==> config.mk <==
export PLATFORM = sky130hd
export DESIGN_NAME = host_port
export DESIGN_NICKNAME = d
export VERILOG_FILES = /design/src/rtl/host_port_pkg.sv /design/src/rtl/pin_lvl_if.sv /design/src/rtl/pin_sync.sv /design/src/rtl/host_port.sv
export SDC_FILE = /design/constraint.sdc
export NUM_CORES = 1
export LEC_CHECK = 0
export ABC_AREA = 1
export ABC_CLOCK_PERIOD_IN_PS = 2000
export BUFFER_PORTS_ARGS = -buffer_cell sky130_fd_sc_hd__buf_4
export CAP_MARGIN = 20
export CORE_MARGIN = 2
export CORE_UTILIZATION = 55
export CTS_BUF_LIST = sky130_fd_sc_hd__clkbuf_16
export DETAILED_ROUTE_END_ITERATION = 10
export GPL_TIMING_DRIVEN = 0
export PLACE_DENSITY = 0.9
export SLEW_MARGIN = 15
export SYNTH_ARGS = -nofsm -noshare
export SYNTH_HDL_FRONTEND = slang
export SYNTH_SLANG_ARGS = --single-unit
export TNS_END_PERCENT = 10
==> constraint.sdc <==
create_clock -name clk -period 2 [get_ports clk]
set_clock_uncertainty 0.1 [all_clocks]
set_input_delay 0.4 -clock clk [delete_from_list [all_inputs] [get_ports clk]]
set_output_delay 0.4 -clock clk [all_outputs]
set_load 0.05 [all_outputs]
==> src/rtl/host_port_pkg.sv <==
// Shared constants for the processor bus port of the serial controller
package host_port_pkg;
	// ----------------------------------------
	// Pin order inside the synchronised vector
	// ----------------------------------------
	localparam int PIN_W = 7;
	localparam int P_CS = 0;
	localparam int P_RD = 1;
	localparam int P_WR = 2;
	localparam int P_DC = 3;
	localparam int P_AB = 4;
	localparam int P_ACK = 5;
	localparam int P_CHAIN = 6;
	// ----------------------------------------
	// Register indices behind the pointer
	// ----------------------------------------
	localparam logic [3:0] IDX_CMD = 4'h0;
	localparam logic [3:0] IDX_VEC = 4'h2;
	localparam logic [3:0] IDX_PEND = 4'h3;
	localparam logic [3:0] IDX_BUF = 4'h8;
	localparam logic [3:0] IDX_MIC = 4'h9;
	// ----------------------------------------
	// Command byte fields
	// ----------------------------------------
	localparam int CMD_LO = 3;
	localparam int CMD_HI = 5;
	localparam logic [2:0] CMD_POINT_HIGH = 3'h1;
	localparam logic [2:0] CMD_RESET_SVC = 3'h7;
	// ----------------------------------------
	// Master interrupt control fields and resets
	// ----------------------------------------
	localparam int MIC_VIS = 0;
	localparam int MIC_DLC = 2;
	localparam int MIC_MIE = 3;
	localparam logic [7:0] MIC_RESET = 8'h00;
	localparam logic [7:0] VEC_RESET = 8'h00;
	// ----------------------------------------
	// Interrupt sources and timing
	// ----------------------------------------
	localparam int NSRC = 6;
	localparam logic [5:0] PEND_RESET = 6'h00;
	localparam int CLK_PERIOD_NS = 5;
	localparam logic [2:0] RECOV_CYCLES = 3'h4;
	typedef enum logic [1:0] {
		ST_IDLE = 2'b00,
		ST_XFER = 2'b01,
		ST_HOLD = 2'b10
	} port_state_t;
endpackage : host_port_pkg

==> src/rtl/pin_lvl_if.sv <==
// Synchronised pin levels passed from the input stage to the port logic
interface pin_lvl_if;
	logic [6:0] lvl;
	modport src(output lvl);
	modport dst(input lvl);
endinterface : pin_lvl_if

==> src/rtl/pin_sync.sv <==
// Three-stage synchroniser for the asynchronous bus pins
module pin_sync
	import host_port_pkg::*;
(
	// Clock and reset
	input wire logic clk,
	input wire logic rst,
	// Raw pins
	input wire logic [PIN_W-1:0] pins,
	// Clean levels
	pin_lvl_if.src out
);
	logic [PIN_W-1:0] s1_r;
	logic [PIN_W-1:0] s2_r;
	logic [PIN_W-1:0] s3_r;
	logic [PIN_W-1:0] lvl_r;
	logic [PIN_W-1:0] agree;
	logic [PIN_W-1:0] lvl_nxt;

	// Idle pins are high; a bit moves only when stages two and three agree
	assign agree = ~(s2_r ^ s3_r);
	assign lvl_nxt = (agree & s2_r) | (~agree & lvl_r);

	always_ff @(posedge clk) begin
		if (rst) begin
			s1_r <= '1;
			s2_r <= '1;
			s3_r <= '1;
			lvl_r <= '1;
		end else begin
			s1_r <= pins;
			s2_r <= s1_r;
			s3_r <= s2_r;
			lvl_r <= lvl_nxt;
		end
	end

	assign out.lvl = lvl_r;
endmodule : pin_sync

==> src/rtl/host_port.sv <==
// Processor bus port: strobes, pointer, shared registers, acknowledge
//
// Contract
// - Chip select with a strobe latches channel and data select, starts access.
// - Bus clock sets pending bits, independent of host strobes.
// - Four bus clocks from strobe fall before the next access.
// - Outside acknowledge, strobes are ignored until chip select is active.
// - Data drivers on only while read is low with chip select, or with acknowledge once it is won.
// - Data-select high keeps pointer; control access clears it afterwards.
// - Acknowledge sampled on clock; while low ignore selects and write.
// - Won acknowledge sets in-service bit and drives the vector.
// - Setting in-service on acknowledge drops the interrupt request.
// - Pending bits update at half rate, frozen while pointing at 2 or 3.
// - One pointer for both channels, loaded through either channel.
// - Next control access uses pointer, then pointer returns to zero.
// - Data-select high reaches the data buffer in one cycle.
// - Pointer is command bits 2..0, command may share the write.
// - Registers 8..15 need point-high with the pointer bits.
// - Channel comes from channel select of the actual access.
// - Vector and master interrupt control are shared by both channels.
module host_port
	import host_port_pkg::*;
(
	// Clock and reset
	input wire logic clk,
	input wire logic rst,
	// Bus pins
	input wire logic cs_n,
	input wire logic rd_n,
	input wire logic wr_n,
	input wire logic dc_sel,
	input wire logic ab_sel,
	input wire logic irq_acknowledge_n,
	input wire logic chain_enable_in,
	input wire logic [7:0] d_in,
	output logic [7:0] d_out,
	output logic d_oe,
	output logic irq_n,
	output logic chain_enable_out,
	// Channel register side
	output logic reg_rd,
	output logic reg_wr,
	output logic [3:0] reg_index,
	output logic reg_chan,
	output logic [7:0] reg_wdata,
	input wire logic [7:0] reg_rdata,
	// Interrupt sources and state
	input wire logic [NSRC-1:0] irq_src,
	output logic [NSRC-1:0] irq_pending_bits,
	output logic [NSRC-1:0] irq_in_service
);
	// ----------------------------------------
	// Pin synchroniser
	// ----------------------------------------
	pin_lvl_if pl();
	logic [PIN_W-1:0] pins;
	assign pins = {chain_enable_in, irq_acknowledge_n, ab_sel, dc_sel, wr_n, rd_n, cs_n};

	pin_sync u_sync (
		.clk(clk),
		.rst(rst),
		.pins(pins),
		.out(pl.src)
	);

	logic cs_a;
	logic rd_a;
	logic wr_a;
	logic ack_a;
	logic dc;
	logic ab;
	logic chain_in;
	assign cs_a = ~pl.lvl[P_CS];
	assign rd_a = ~pl.lvl[P_RD];
	assign wr_a = ~pl.lvl[P_WR];
	assign ack_a = ~pl.lvl[P_ACK];
	assign dc = pl.lvl[P_DC];
	assign ab = pl.lvl[P_AB];
	assign chain_in = pl.lvl[P_CHAIN];

	// ----------------------------------------
	// State
	// ----------------------------------------
	port_state_t st_r;
	logic [2:0] rec_r;
	logic [3:0] ptr_r;
	logic clr_ptr_r;
	logic ext_rd_r;
	logic ack_drv_r;
	logic [7:0] vec_r;
	logic [7:0] mic_r;
	logic tick_r;
	logic [NSRC-1:0] pend_r;
	logic [NSRC-1:0] svc_r;
	logic [7:0] dout_r;
	logic doe_r;
	logic irqn_r;
	logic ceo_r;
	logic rrd_r;
	logic rwr_r;
	logic [3:0] ridx_r;
	logic rch_r;
	logic [7:0] rwd_r;

	// ----------------------------------------
	// Priority helpers
	// ----------------------------------------
	function automatic logic [2:0] top_of(input logic [NSRC-1:0] v);
		logic [2:0] r;
		r = 3'h0;
		for (int i = 0; i < NSRC; i++) begin
			if (v[i]) begin
				r = 3'(i);
			end
		end
		return r;
	endfunction : top_of

	function automatic logic [NSRC-1:0] onehot(input logic [2:0] i);
		return NSRC'(1) << i;
	endfunction : onehot

	// ----------------------------------------
	// Access decode
	// ----------------------------------------
	logic idle_ok;
	logic go_bus;
	logic go_ack;
	logic go;
	logic is_wr;
	logic [3:0] idx;
	logic ph;
	logic [3:0] ptr_load;
	logic wr_cmd;
	logic int_rd;
	logic [7:0] int_data;
	logic [NSRC-1:0] live;
	logic [2:0] top;
	logic [7:0] vec_mod;
	logic ack_win;
	logic rr23;
	logic mie;

	assign idle_ok = (st_r == ST_IDLE) && (rec_r == 3'h0);
	assign go_bus = idle_ok && !ack_a && cs_a && (rd_a || wr_a);
	assign go_ack = idle_ok && ack_a && rd_a;
	assign go = go_bus || go_ack;
	assign is_wr = !rd_a && wr_a;
	assign idx = dc ? IDX_BUF : ptr_r;
	assign ph = d_in[CMD_HI:CMD_LO] == CMD_POINT_HIGH;
	assign ptr_load = {ph, d_in[2:0]};
	assign wr_cmd = go_bus && is_wr && !dc && (ptr_r == IDX_CMD);
	assign int_rd = !dc && ((ptr_r == IDX_VEC) || (ptr_r == IDX_PEND));
	assign mie = mic_r[MIC_MIE];

	assign live = pend_r & ~svc_r;
	assign top = top_of(live);
	assign vec_mod = {vec_r[7:4], top, vec_r[0]};
	assign int_data = (ptr_r == IDX_VEC) ? (ab ? vec_r : vec_mod) :
		(ab ? {2'h0, pend_r} : 8'h00);
	assign ack_win = go_ack && chain_in && mie && (live != '0);
	assign rr23 = (ptr_r == IDX_VEC) || (ptr_r == IDX_PEND);

	// ----------------------------------------
	// Sequencer and recovery
	// ----------------------------------------
	always_ff @(posedge clk) begin
		if (rst) begin
			st_r <= ST_IDLE;
			rec_r <= 3'h0;
		end else begin
			unique case (st_r)
				ST_IDLE: begin
					if (go) begin
						st_r <= ST_XFER;
					end
				end
				ST_XFER: begin
					st_r <= ST_HOLD;
				end
				ST_HOLD: begin
					// One access per strobe low
					if (!rd_a && !wr_a) begin
						st_r <= ST_IDLE;
					end
				end
				default: begin
					st_r <= ST_IDLE;
				end
			endcase
			if (go) begin
				rec_r <= RECOV_CYCLES - 3'h1;
			end else if (rec_r != 3'h0) begin
				rec_r <= rec_r - 3'h1;
			end
		end
	end

	// ----------------------------------------
	// Pointer and shared registers
	// ----------------------------------------
	always_ff @(posedge clk) begin
		if (rst) begin
			ptr_r <= IDX_CMD;
			clr_ptr_r <= 1'b0;
			vec_r <= VEC_RESET;
			mic_r <= MIC_RESET;
		end else begin
			if (go_bus) begin
				clr_ptr_r <= !dc && !wr_cmd;
			end
			if (wr_cmd) begin
				ptr_r <= ptr_load;
			end else if (st_r == ST_XFER && clr_ptr_r) begin
				ptr_r <= IDX_CMD;
			end
			if (go_bus && is_wr && idx == IDX_VEC) begin
				vec_r <= d_in;
			end
			if (go_bus && is_wr && idx == IDX_MIC) begin
				mic_r <= d_in;
			end
		end
	end

	// ----------------------------------------
	// Channel register strobes
	// ----------------------------------------
	always_ff @(posedge clk) begin
		if (rst) begin
			rrd_r <= 1'b0;
			rwr_r <= 1'b0;
			ridx_r <= IDX_CMD;
			rch_r <= 1'b0;
			rwd_r <= 8'h00;
			ext_rd_r <= 1'b0;
		end else begin
			rrd_r <= go_bus && rd_a && !int_rd;
			rwr_r <= go_bus && is_wr && idx != IDX_VEC && idx != IDX_MIC;
			ext_rd_r <= go_bus && rd_a && !int_rd;
			if (go_bus) begin
				ridx_r <= idx;
				rch_r <= ab;
				rwd_r <= d_in;
			end
		end
	end

	// ----------------------------------------
	// Data bus
	// ----------------------------------------
	always_ff @(posedge clk) begin
		if (rst) begin
			dout_r <= 8'h00;
			doe_r <= 1'b0;
			ack_drv_r <= 1'b0;
		end else begin
			if (go_bus && rd_a && int_rd) begin
				dout_r <= int_data;
			end else if (st_r == ST_XFER && ext_rd_r) begin
				dout_r <= reg_rdata;
			end else if (ack_win) begin
				dout_r <= mic_r[MIC_VIS] ? vec_mod : vec_r;
			end
			if (ack_win) begin
				ack_drv_r <= 1'b1;
			end else if (!rd_a) begin
				ack_drv_r <= 1'b0;
			end
			doe_r <= rd_a && (ack_a ? (ack_drv_r || ack_win) : cs_a);
		end
	end

	// ----------------------------------------
	// Interrupt section
	// ----------------------------------------
	logic svc_clr;
	assign svc_clr = wr_cmd && d_in[CMD_HI:CMD_LO] == CMD_RESET_SVC;

	always_ff @(posedge clk) begin
		if (rst) begin
			tick_r <= 1'b0;
			pend_r <= PEND_RESET;
			svc_r <= PEND_RESET;
			irqn_r <= 1'b1;
			ceo_r <= 1'b1;
		end else begin
			// half rate, frozen on 2 and 3
			if (!rr23) begin
				tick_r <= !tick_r;
			end
			if (tick_r && !rr23) begin
				pend_r <= irq_src;
			end
			if (ack_win) begin
				svc_r <= svc_r | onehot(top);
			end else if (svc_clr && svc_r != '0) begin
				svc_r <= svc_r & ~onehot(top_of(svc_r));
			end
			irqn_r <= !(mie && live != '0 && svc_r == '0 && !ack_win);
			ceo_r <= chain_in && !mic_r[MIC_DLC] && svc_r == '0 && !(ack_a && live != '0);
		end
	end

	// ----------------------------------------
	// Outputs
	// ----------------------------------------
	assign d_out = dout_r;
	assign d_oe = doe_r;
	assign irq_n = irqn_r;
	assign chain_enable_out = ceo_r;
	assign reg_rd = rrd_r;
	assign reg_wr = rwr_r;
	assign reg_index = ridx_r;
	assign reg_chan = rch_r;
	assign reg_wdata = rwd_r;
	assign irq_pending_bits = pend_r;
	assign irq_in_service = svc_r;
endmodule : host_port

* Word level (Yosys, flattened, before mapping)
Cells that the tools add are included.
** Word-level totals
- Register bits after elaboration :: 90
- Input port bits :: 31
- Logic and storage cells :: 150
** Cells by class
- Add/sub/neg operators :: 1
- Eq/ne operators :: 12
- Shifts and indexed selects :: 2
- Muxes and demuxes :: 33
- Bitwise gates (word level) :: 15
- Reduce and logical (&&, ||, !) cells :: 63
** Operators by type and width (number)
- 1-bit logical AND :: 36
- 8-bit 2-to-1 mux :: 4
- 3-bit 2-to-1 mux :: 9
- 4-bit 2-to-1 mux :: 5
- 6-bit 2-to-1 mux :: 3
- 7-bit bitwise AND :: 2
- 7-bit inverter :: 2
- 6-bit bitwise AND :: 2
- 4-bit by 2-bit == test with 1-bit output, second input constant :: 3
- 2-bit 2-to-1 mux :: 6
- 6-bit inverter :: 2
- 6-bit nonzero test :: 2
- 1-bit by 3-bit left shift with 6-bit output, first input constant :: 2
- 1-bit zero test :: 9
- 2-bit nonzero test :: 4
- 7-bit bitwise OR :: 1
- 7-bit XOR :: 1
- 6-bit zero test :: 1
- 6-bit bitwise OR :: 1
- 2-bit one-hot mux with 3 select lines :: 1
- 3-bit nonzero test :: 2
- 1-bit 2-to-1 mux :: 5
- 4-bit == test, second input constant :: 1
- 4-bit zero test :: 1
- 14 further kinds :: 21

* Depth between registers and ports, before layout
- Word-level depth :: 18
- Gate-level depth with buffers :: 13
- Mapped depth without buffers :: 12

* By module
A second synthesis with hierarchy kept.
** Unflattened totals
- Cells, all modules :: 537
- Area, all modules :: 3843.7 um^2
** Modules (own cells, without submodules)
- host_port :: times used 1, cells each 429, area an instance 2925.3 um^2
- pin_sync :: times used 1, cells each 108, area an instance 918.4 um^2

* Worst setup path after synthesis
No wires, ideal clock.
- Kind :: register -> register
- Start :: register svc_r[5] (netlist: irq_in_service[5])
- End :: register svc_r[0] (netlist: irq_in_service[0])
- Library setup time :: 0.109 ns
- Data arrival time :: 1.679 ns
- Required time :: 1.791 ns
- Path slack :: 0.112 ns
- Cell stages (with the launch flop) :: 13
- Path buffers :: 1
- Period minus slack after synthesis :: 1.888 ns
- Path through :: dfxtp_1 -> inv_1 -> nand2_2 -> nand2_1 -> inv_1 -> nand2_2 -> nand3_4 -> buf_6 -> nand2_1 -> nor2_1 -> nor2_1 -> nand2_1 -> inv_1
** Between the ends
- Cells in the longest elaborated chain, start to end :: 9
- Elaborated cells on any way between the ends :: 19
- Classes of those cells :: shift (2); mux (7); bitwise (5); reduce/logical (5)
** RTL lines
- start, declared :: line host_port.sv:94 : logic [NSRC-1:0] svc_r;
- start signal, assigned :: line host_port.sv:296 : svc_r <= svc_r | onehot(top);
- start signal, assigned :: line host_port.sv:298 : svc_r <= svc_r & ~onehot(top_of(svc_r));
- 3-bit 2-to-1 mux :: line host_port.sv:112 : if (v[i]) begin
- 3-bit 2-to-1 mux :: line host_port.sv:297 : end else if (svc_clr && svc_r != '0) begin
- 3-bit 2-to-1 mux :: line host_port.sv:295 : if (ack_win) begin
- 3-bit 2-to-1 mux :: line host_port.sv:281 : if (rst) begin
- 1-bit by 3-bit left shift with 6-bit output :: line host_port.sv:120 : return NSRC'(1) << i;
- 6-bit inverter :: line host_port.sv:298
- 6-bit bitwise AND :: line host_port.sv:298
- 6-bit 2-to-1 mux :: line host_port.sv:297
- 6-bit 2-to-1 mux :: line host_port.sv:295
Several ways; a longest one is shown, not always the timed one. The select of a mux whose other input is x is not followed.
A chain may end at the register's enable or synchronous reset.

* Worst setup path after layout
- Start :: register rec_r[0]
- End :: register svc_r[2] (netlist: irq_in_service[2])
** Between the ends
- Cells in the longest elaborated chain, start to end :: 11
- Elaborated cells on any way between the ends :: 17
- Classes of those cells :: mux (1); reduce/logical (16)
** RTL lines
- start, declared :: line host_port.sv:85 : logic [2:0] rec_r;
- start signal, assigned :: line host_port.sv:192 : rec_r <= RECOV_CYCLES - 3'h1;
- start signal, assigned :: line host_port.sv:194 : rec_r <= rec_r - 3'h1;
- 3-bit zero test (*) :: line host_port.sv:144 : assign idle_ok = (st_r == ST_IDLE) && (rec_r == 3'h0);
- 1-bit logical AND (*) :: line host_port.sv:144
- 1-bit logical AND (3 in a row) :: line host_port.sv:145 : assign go_bus = idle_ok && !ack_a && cs_a && (rd_a || wr_a);
- 1-bit logical AND (3 in a row) :: line host_port.sv:152 : assign wr_cmd = go_bus && is_wr && !dc && (ptr_r == IDX_CMD);
- 1-bit logical AND :: line host_port.sv:278 : assign svc_clr = wr_cmd && d_in[CMD_HI:CMD_LO] == CMD_RESET_SVC;
- 1-bit logical AND :: line host_port.sv:297
- 2-bit nonzero test (no source line)
Mark *: on every way between the ends. The rest lies on a longest branch, timed or not.

==> results.json <==
{
  "status": "completed",
  "critPathBufInv": 2,
  "io_buffers": 67,
  "r2r-end": "irq_in_service[2]",
  "synth_area_leaders": "dfxtp_1 (45%), nand2_1 (10%), nor2_1 (6.2%), inv_1 (6.0%), o21ai_0 (5.6%)",
  "report.final.slew_viol_count": 0,
  "fillers": 559,
  "drive_gt1_frac": 0.239,
  "die_y_microns": 88.6,
  "p_leak_nw": 2.26,
  "drtPass1Iterations": 5,
  "drt-initial-drc-count": 264,
  "netlist_area_sq_mm": 0.00394,
  "worstHoldPathCells": 2,
  "insertion_delay_ns": 0.35,
  "dp_worst_setup_slack_ns": 0.127,
  "syn_area_per_cell_sq_um": 7.42,
  "synth_edf_count": 0,
  "h-tree-depth": 3,
  "cp_top_family": "simple AND/OR/NAND/NOR gates",
  "antenna_found_initial": 0,
  "switching_share": 0.275,
  "ios": 69,
  "fin_ws_ns": 0.145,
  "fmaxAchievable_mhz": 539,
  "tightest_slew_ns": 0.601,
  "clock_path_buffers": 2,
  "cts_buffers": 9,
  "drc_errors": 0,
  "fin_cells": 710,
  "path_max_fanout": 10,
  "finalInstanceArea_sq_mm": 0.00487,
  "hold_slack_ns": 0.133,
  "wl_per_cell_microns": 13.3,
  "cts_setup_buffers": 0,
  "synth_ff_type": "dfxtp_1",
  "ant_nets": 0,
  "placed_cells": 694,
  "irDropWorstVdd_mv": 0.684,
  "syn2layout_area_growth_pct": 23.6,
  "ys_seq_area_frac": 0.452,
  "gr-total-overflow": 0,
  "postSynthCellCount": 531,
  "final_util": 0.709,
  "grt_pass1_vias": 3363,
  "cts_resized": 0,
  "grt_max_degree": 19,
  "cap_violations": 0,
  "finalHoldViolCount": 0,
  "postCtsHoldBufs": 0,
  "hold_path.class": "in2reg",
  "core_area_sq_mm": 0.00687,
  "intPower_mw": 2.88,
  "clkTransAtPathRegs_ns": 0.07,
  "rrSetupSlack_ns": 0.15,
  "syn_nets": 564,
  "cts_tree": "yes",
  "end_kind": "flop",
  "reg2reg_depth": 12,
  "die_area_sq_mm": 0.00785,
  "critPathKind": "reg2reg",
  "cts_root_buf": "clkbuf_16",
  "async_flop_share": 0,
  "cp_cell_sequence": "inv_2 > ha_2 > nand2_4 > nor2_8 > nand2_2 > nor2_4 > nand3_4 > buf_6 > nand2_2 > nand2_1 > nor2_1 > nor2_1",
  "row_count": 30,
  "post-route-min-period_ns": 1.85,
  "power_frac_seq": 0.466,
  "seq_area_sq_mm": 0.00178,
  "startpoint_type": "flop",
  "die_width_microns": 88.6,
  "cp.required_ns": 2.15,
  "power_density_mw_per_mm2": 816,
  "wl_microns": 9410,
  "yosysTopAreaCell": "dfxtp_1",
  "grt_use_total": 0.249,
  "hold_end": "u_sync.s1_r[5]",
  "ys_ff_latch": 89,
  "cp.arrival_ns": 2.00,
  "timing.slew.headroom": 0.599,
  "finalCritPeriodShare": 0.927,
  "grt_pass1_wl_microns": 15000,
  "tns_ns": 0,
  "multiInputGateArea_sq_mm": 0.00181,
  "finalPower_mw": 3.97,
  "gp_congestion": 0.963,
  "min-delay-start": "irq_acknowledge_n",
  "synth.top_cell.area_share": 0.452,
  "switching_power_mw": 1.09,
  "critPathSlowestCell": "dfxtp_1",
  "place_area_sq_mm": 0.00456,
  "pwr-share-comb": 0.114,
  "place_hpwl_microns": 6860,
  "synth_cell_types": 33,
  "clock_power_share": 0.420,
  "slowest_delay_ns": 0.33,
  "layout.nets": 642,
  "clkSinkCount": 89,
  "reg2reg_from": "rec_r[0]",
  "yosys_warnings": 0,
  "viasPerCell": 5.15,
  "final-setup-viol-count": 0,
  "diodes": 0,
  "vias": 3654,
  "start_util": 0.573
}
==> Yosys cell counts (4+ instances only) <==
library cell    n
a21oi_1        33
buf_2           4
clkbuf_1        9
dfxtp_1        89
inv_1          63
inv_2           9
maj3_1          5
nand2_1       106
nand2_2         9
nand3_1        18
nand4_1         7
nor2_1         65
nor2_4          5
nor3_1          8
o21ai_0        44
o21ai_1         8
or2_2          19
==> layout by cell type, fill, tap and decap left out <==
cell type	n
o22ai_1	2
nand2_1	106
nor2_2	2
inv_2	10
o21ai_1	8
inv_1	62
xnor2_1	1
nand3b_1	2
buf_6	2
and3_1	1
nand4_1	7
a31oi_1	2
nor2_4	5
nor2_8	3
ha_1	1
a21oi_2	2
nand3_1	18
buf_4	68
o21ai_0	44
nor3_1	8
clkinv_4	3
buf_2	4
inv_8	4
or2_2	19
nand3_4	3
a21oi_1	33
nor2_1	65
ha_2	1
o211ai_1	3
nand2_2	9
nand2_4	3
a21boi_0	1
dfxtp_1	89
clkbuf_1	9
maj3_1	5
clkbuf_16	9
==> power groups by stage <==
stage	Clock (mW)	Sequential [mW]	Combinational (mW)
final	1.67	1.85	0.453
after global routing	1.76	1.86	0.503
after CTS	1.68	1.85	0.462
after detailed placement	0	1.89	0.458
after global placement	0	1.89	0.437
after floorplan	0	1.92	0.295
==> worst register-to-register path: stages, from the launching register on <==
cell     delay (ns)
dfxtp_1        0.33
inv_2          0.08
ha_2           0.19
nand2_4        0.08
nor2_8         0.13
nand2_2        0.09
nor2_4         0.17
nand3_4        0.11
buf_6          0.16
nand2_2        0.11
nand2_1        0.07
nor2_1         0.09
nor2_1         0.05
==> registers in the layout, summed over array words and instances (netlist names), 2 cells and up, named ones only <==
name and count:
d_out 8, reg_wdata 8, vec_r 8, u_sync.s1_r 7, u_sync.s2_r 7, u_sync.s3_r 7, irq_in_service 6, irq_pending_bits 6
ptr_r 4, reg_index 4, mic_r 3, rec_r 3, st_r 2
==> area by class of cell <==
class	instances	share of cell area
clock buffers	9	0.0463
multi-input cells	354	0.372
repair buffers	67	0.103
clock inverters	7	0.0147
plain buffers	16	0.0172
flip-flops and latches	89	0.366
well taps	96	0.0247
inverters	72	0.0555
==> how the worst max path moves through the flow <==
| stage | startpoint | to | slack [ns] | depth (start not counted) |
|---|---|---|---|---|
| global placement | rec_r[0] | irq_in_service[2] | 0.20 | 11 |
| finish | rec_r[0] | irq_in_service[2] | 0.15 | 12 |
| global route | rec_r[1] | irq_in_service[2] | -0.002 | 12 |
| detailed placement | rec_r[0] | irq_in_service[2] | 0.13 | 11 |
| floorplan | irq_in_service[5] | irq_in_service[0] | 0.11 | 12 |
| CTS | rec_r[0] | irq_in_service[2] | 0.09 | 11 |
==> per-layer routing <==
layer,up-vias,GRT usage,share of wire
li1,1837,-,-
met1,1655,0.305,0.42
met2,138,0.435,0.50
met3,24,0.0550,0.058
met4,0,0.0854,0.020
met5,-,0,0
==> logic make-up after synthesis <==
family	Yosys count	share of synthesized area
XOR/XNOR	1	0.00222
buffers and inverters	88	0.0899
AO/OA/AOI/OAI	95	0.126
AND/OR/NAND/NOR	251	0.310
flip-flops	89	0.452
adder cells (fa/ha/maj)	7	0.0191
Power figures use the tool's default switching activity.
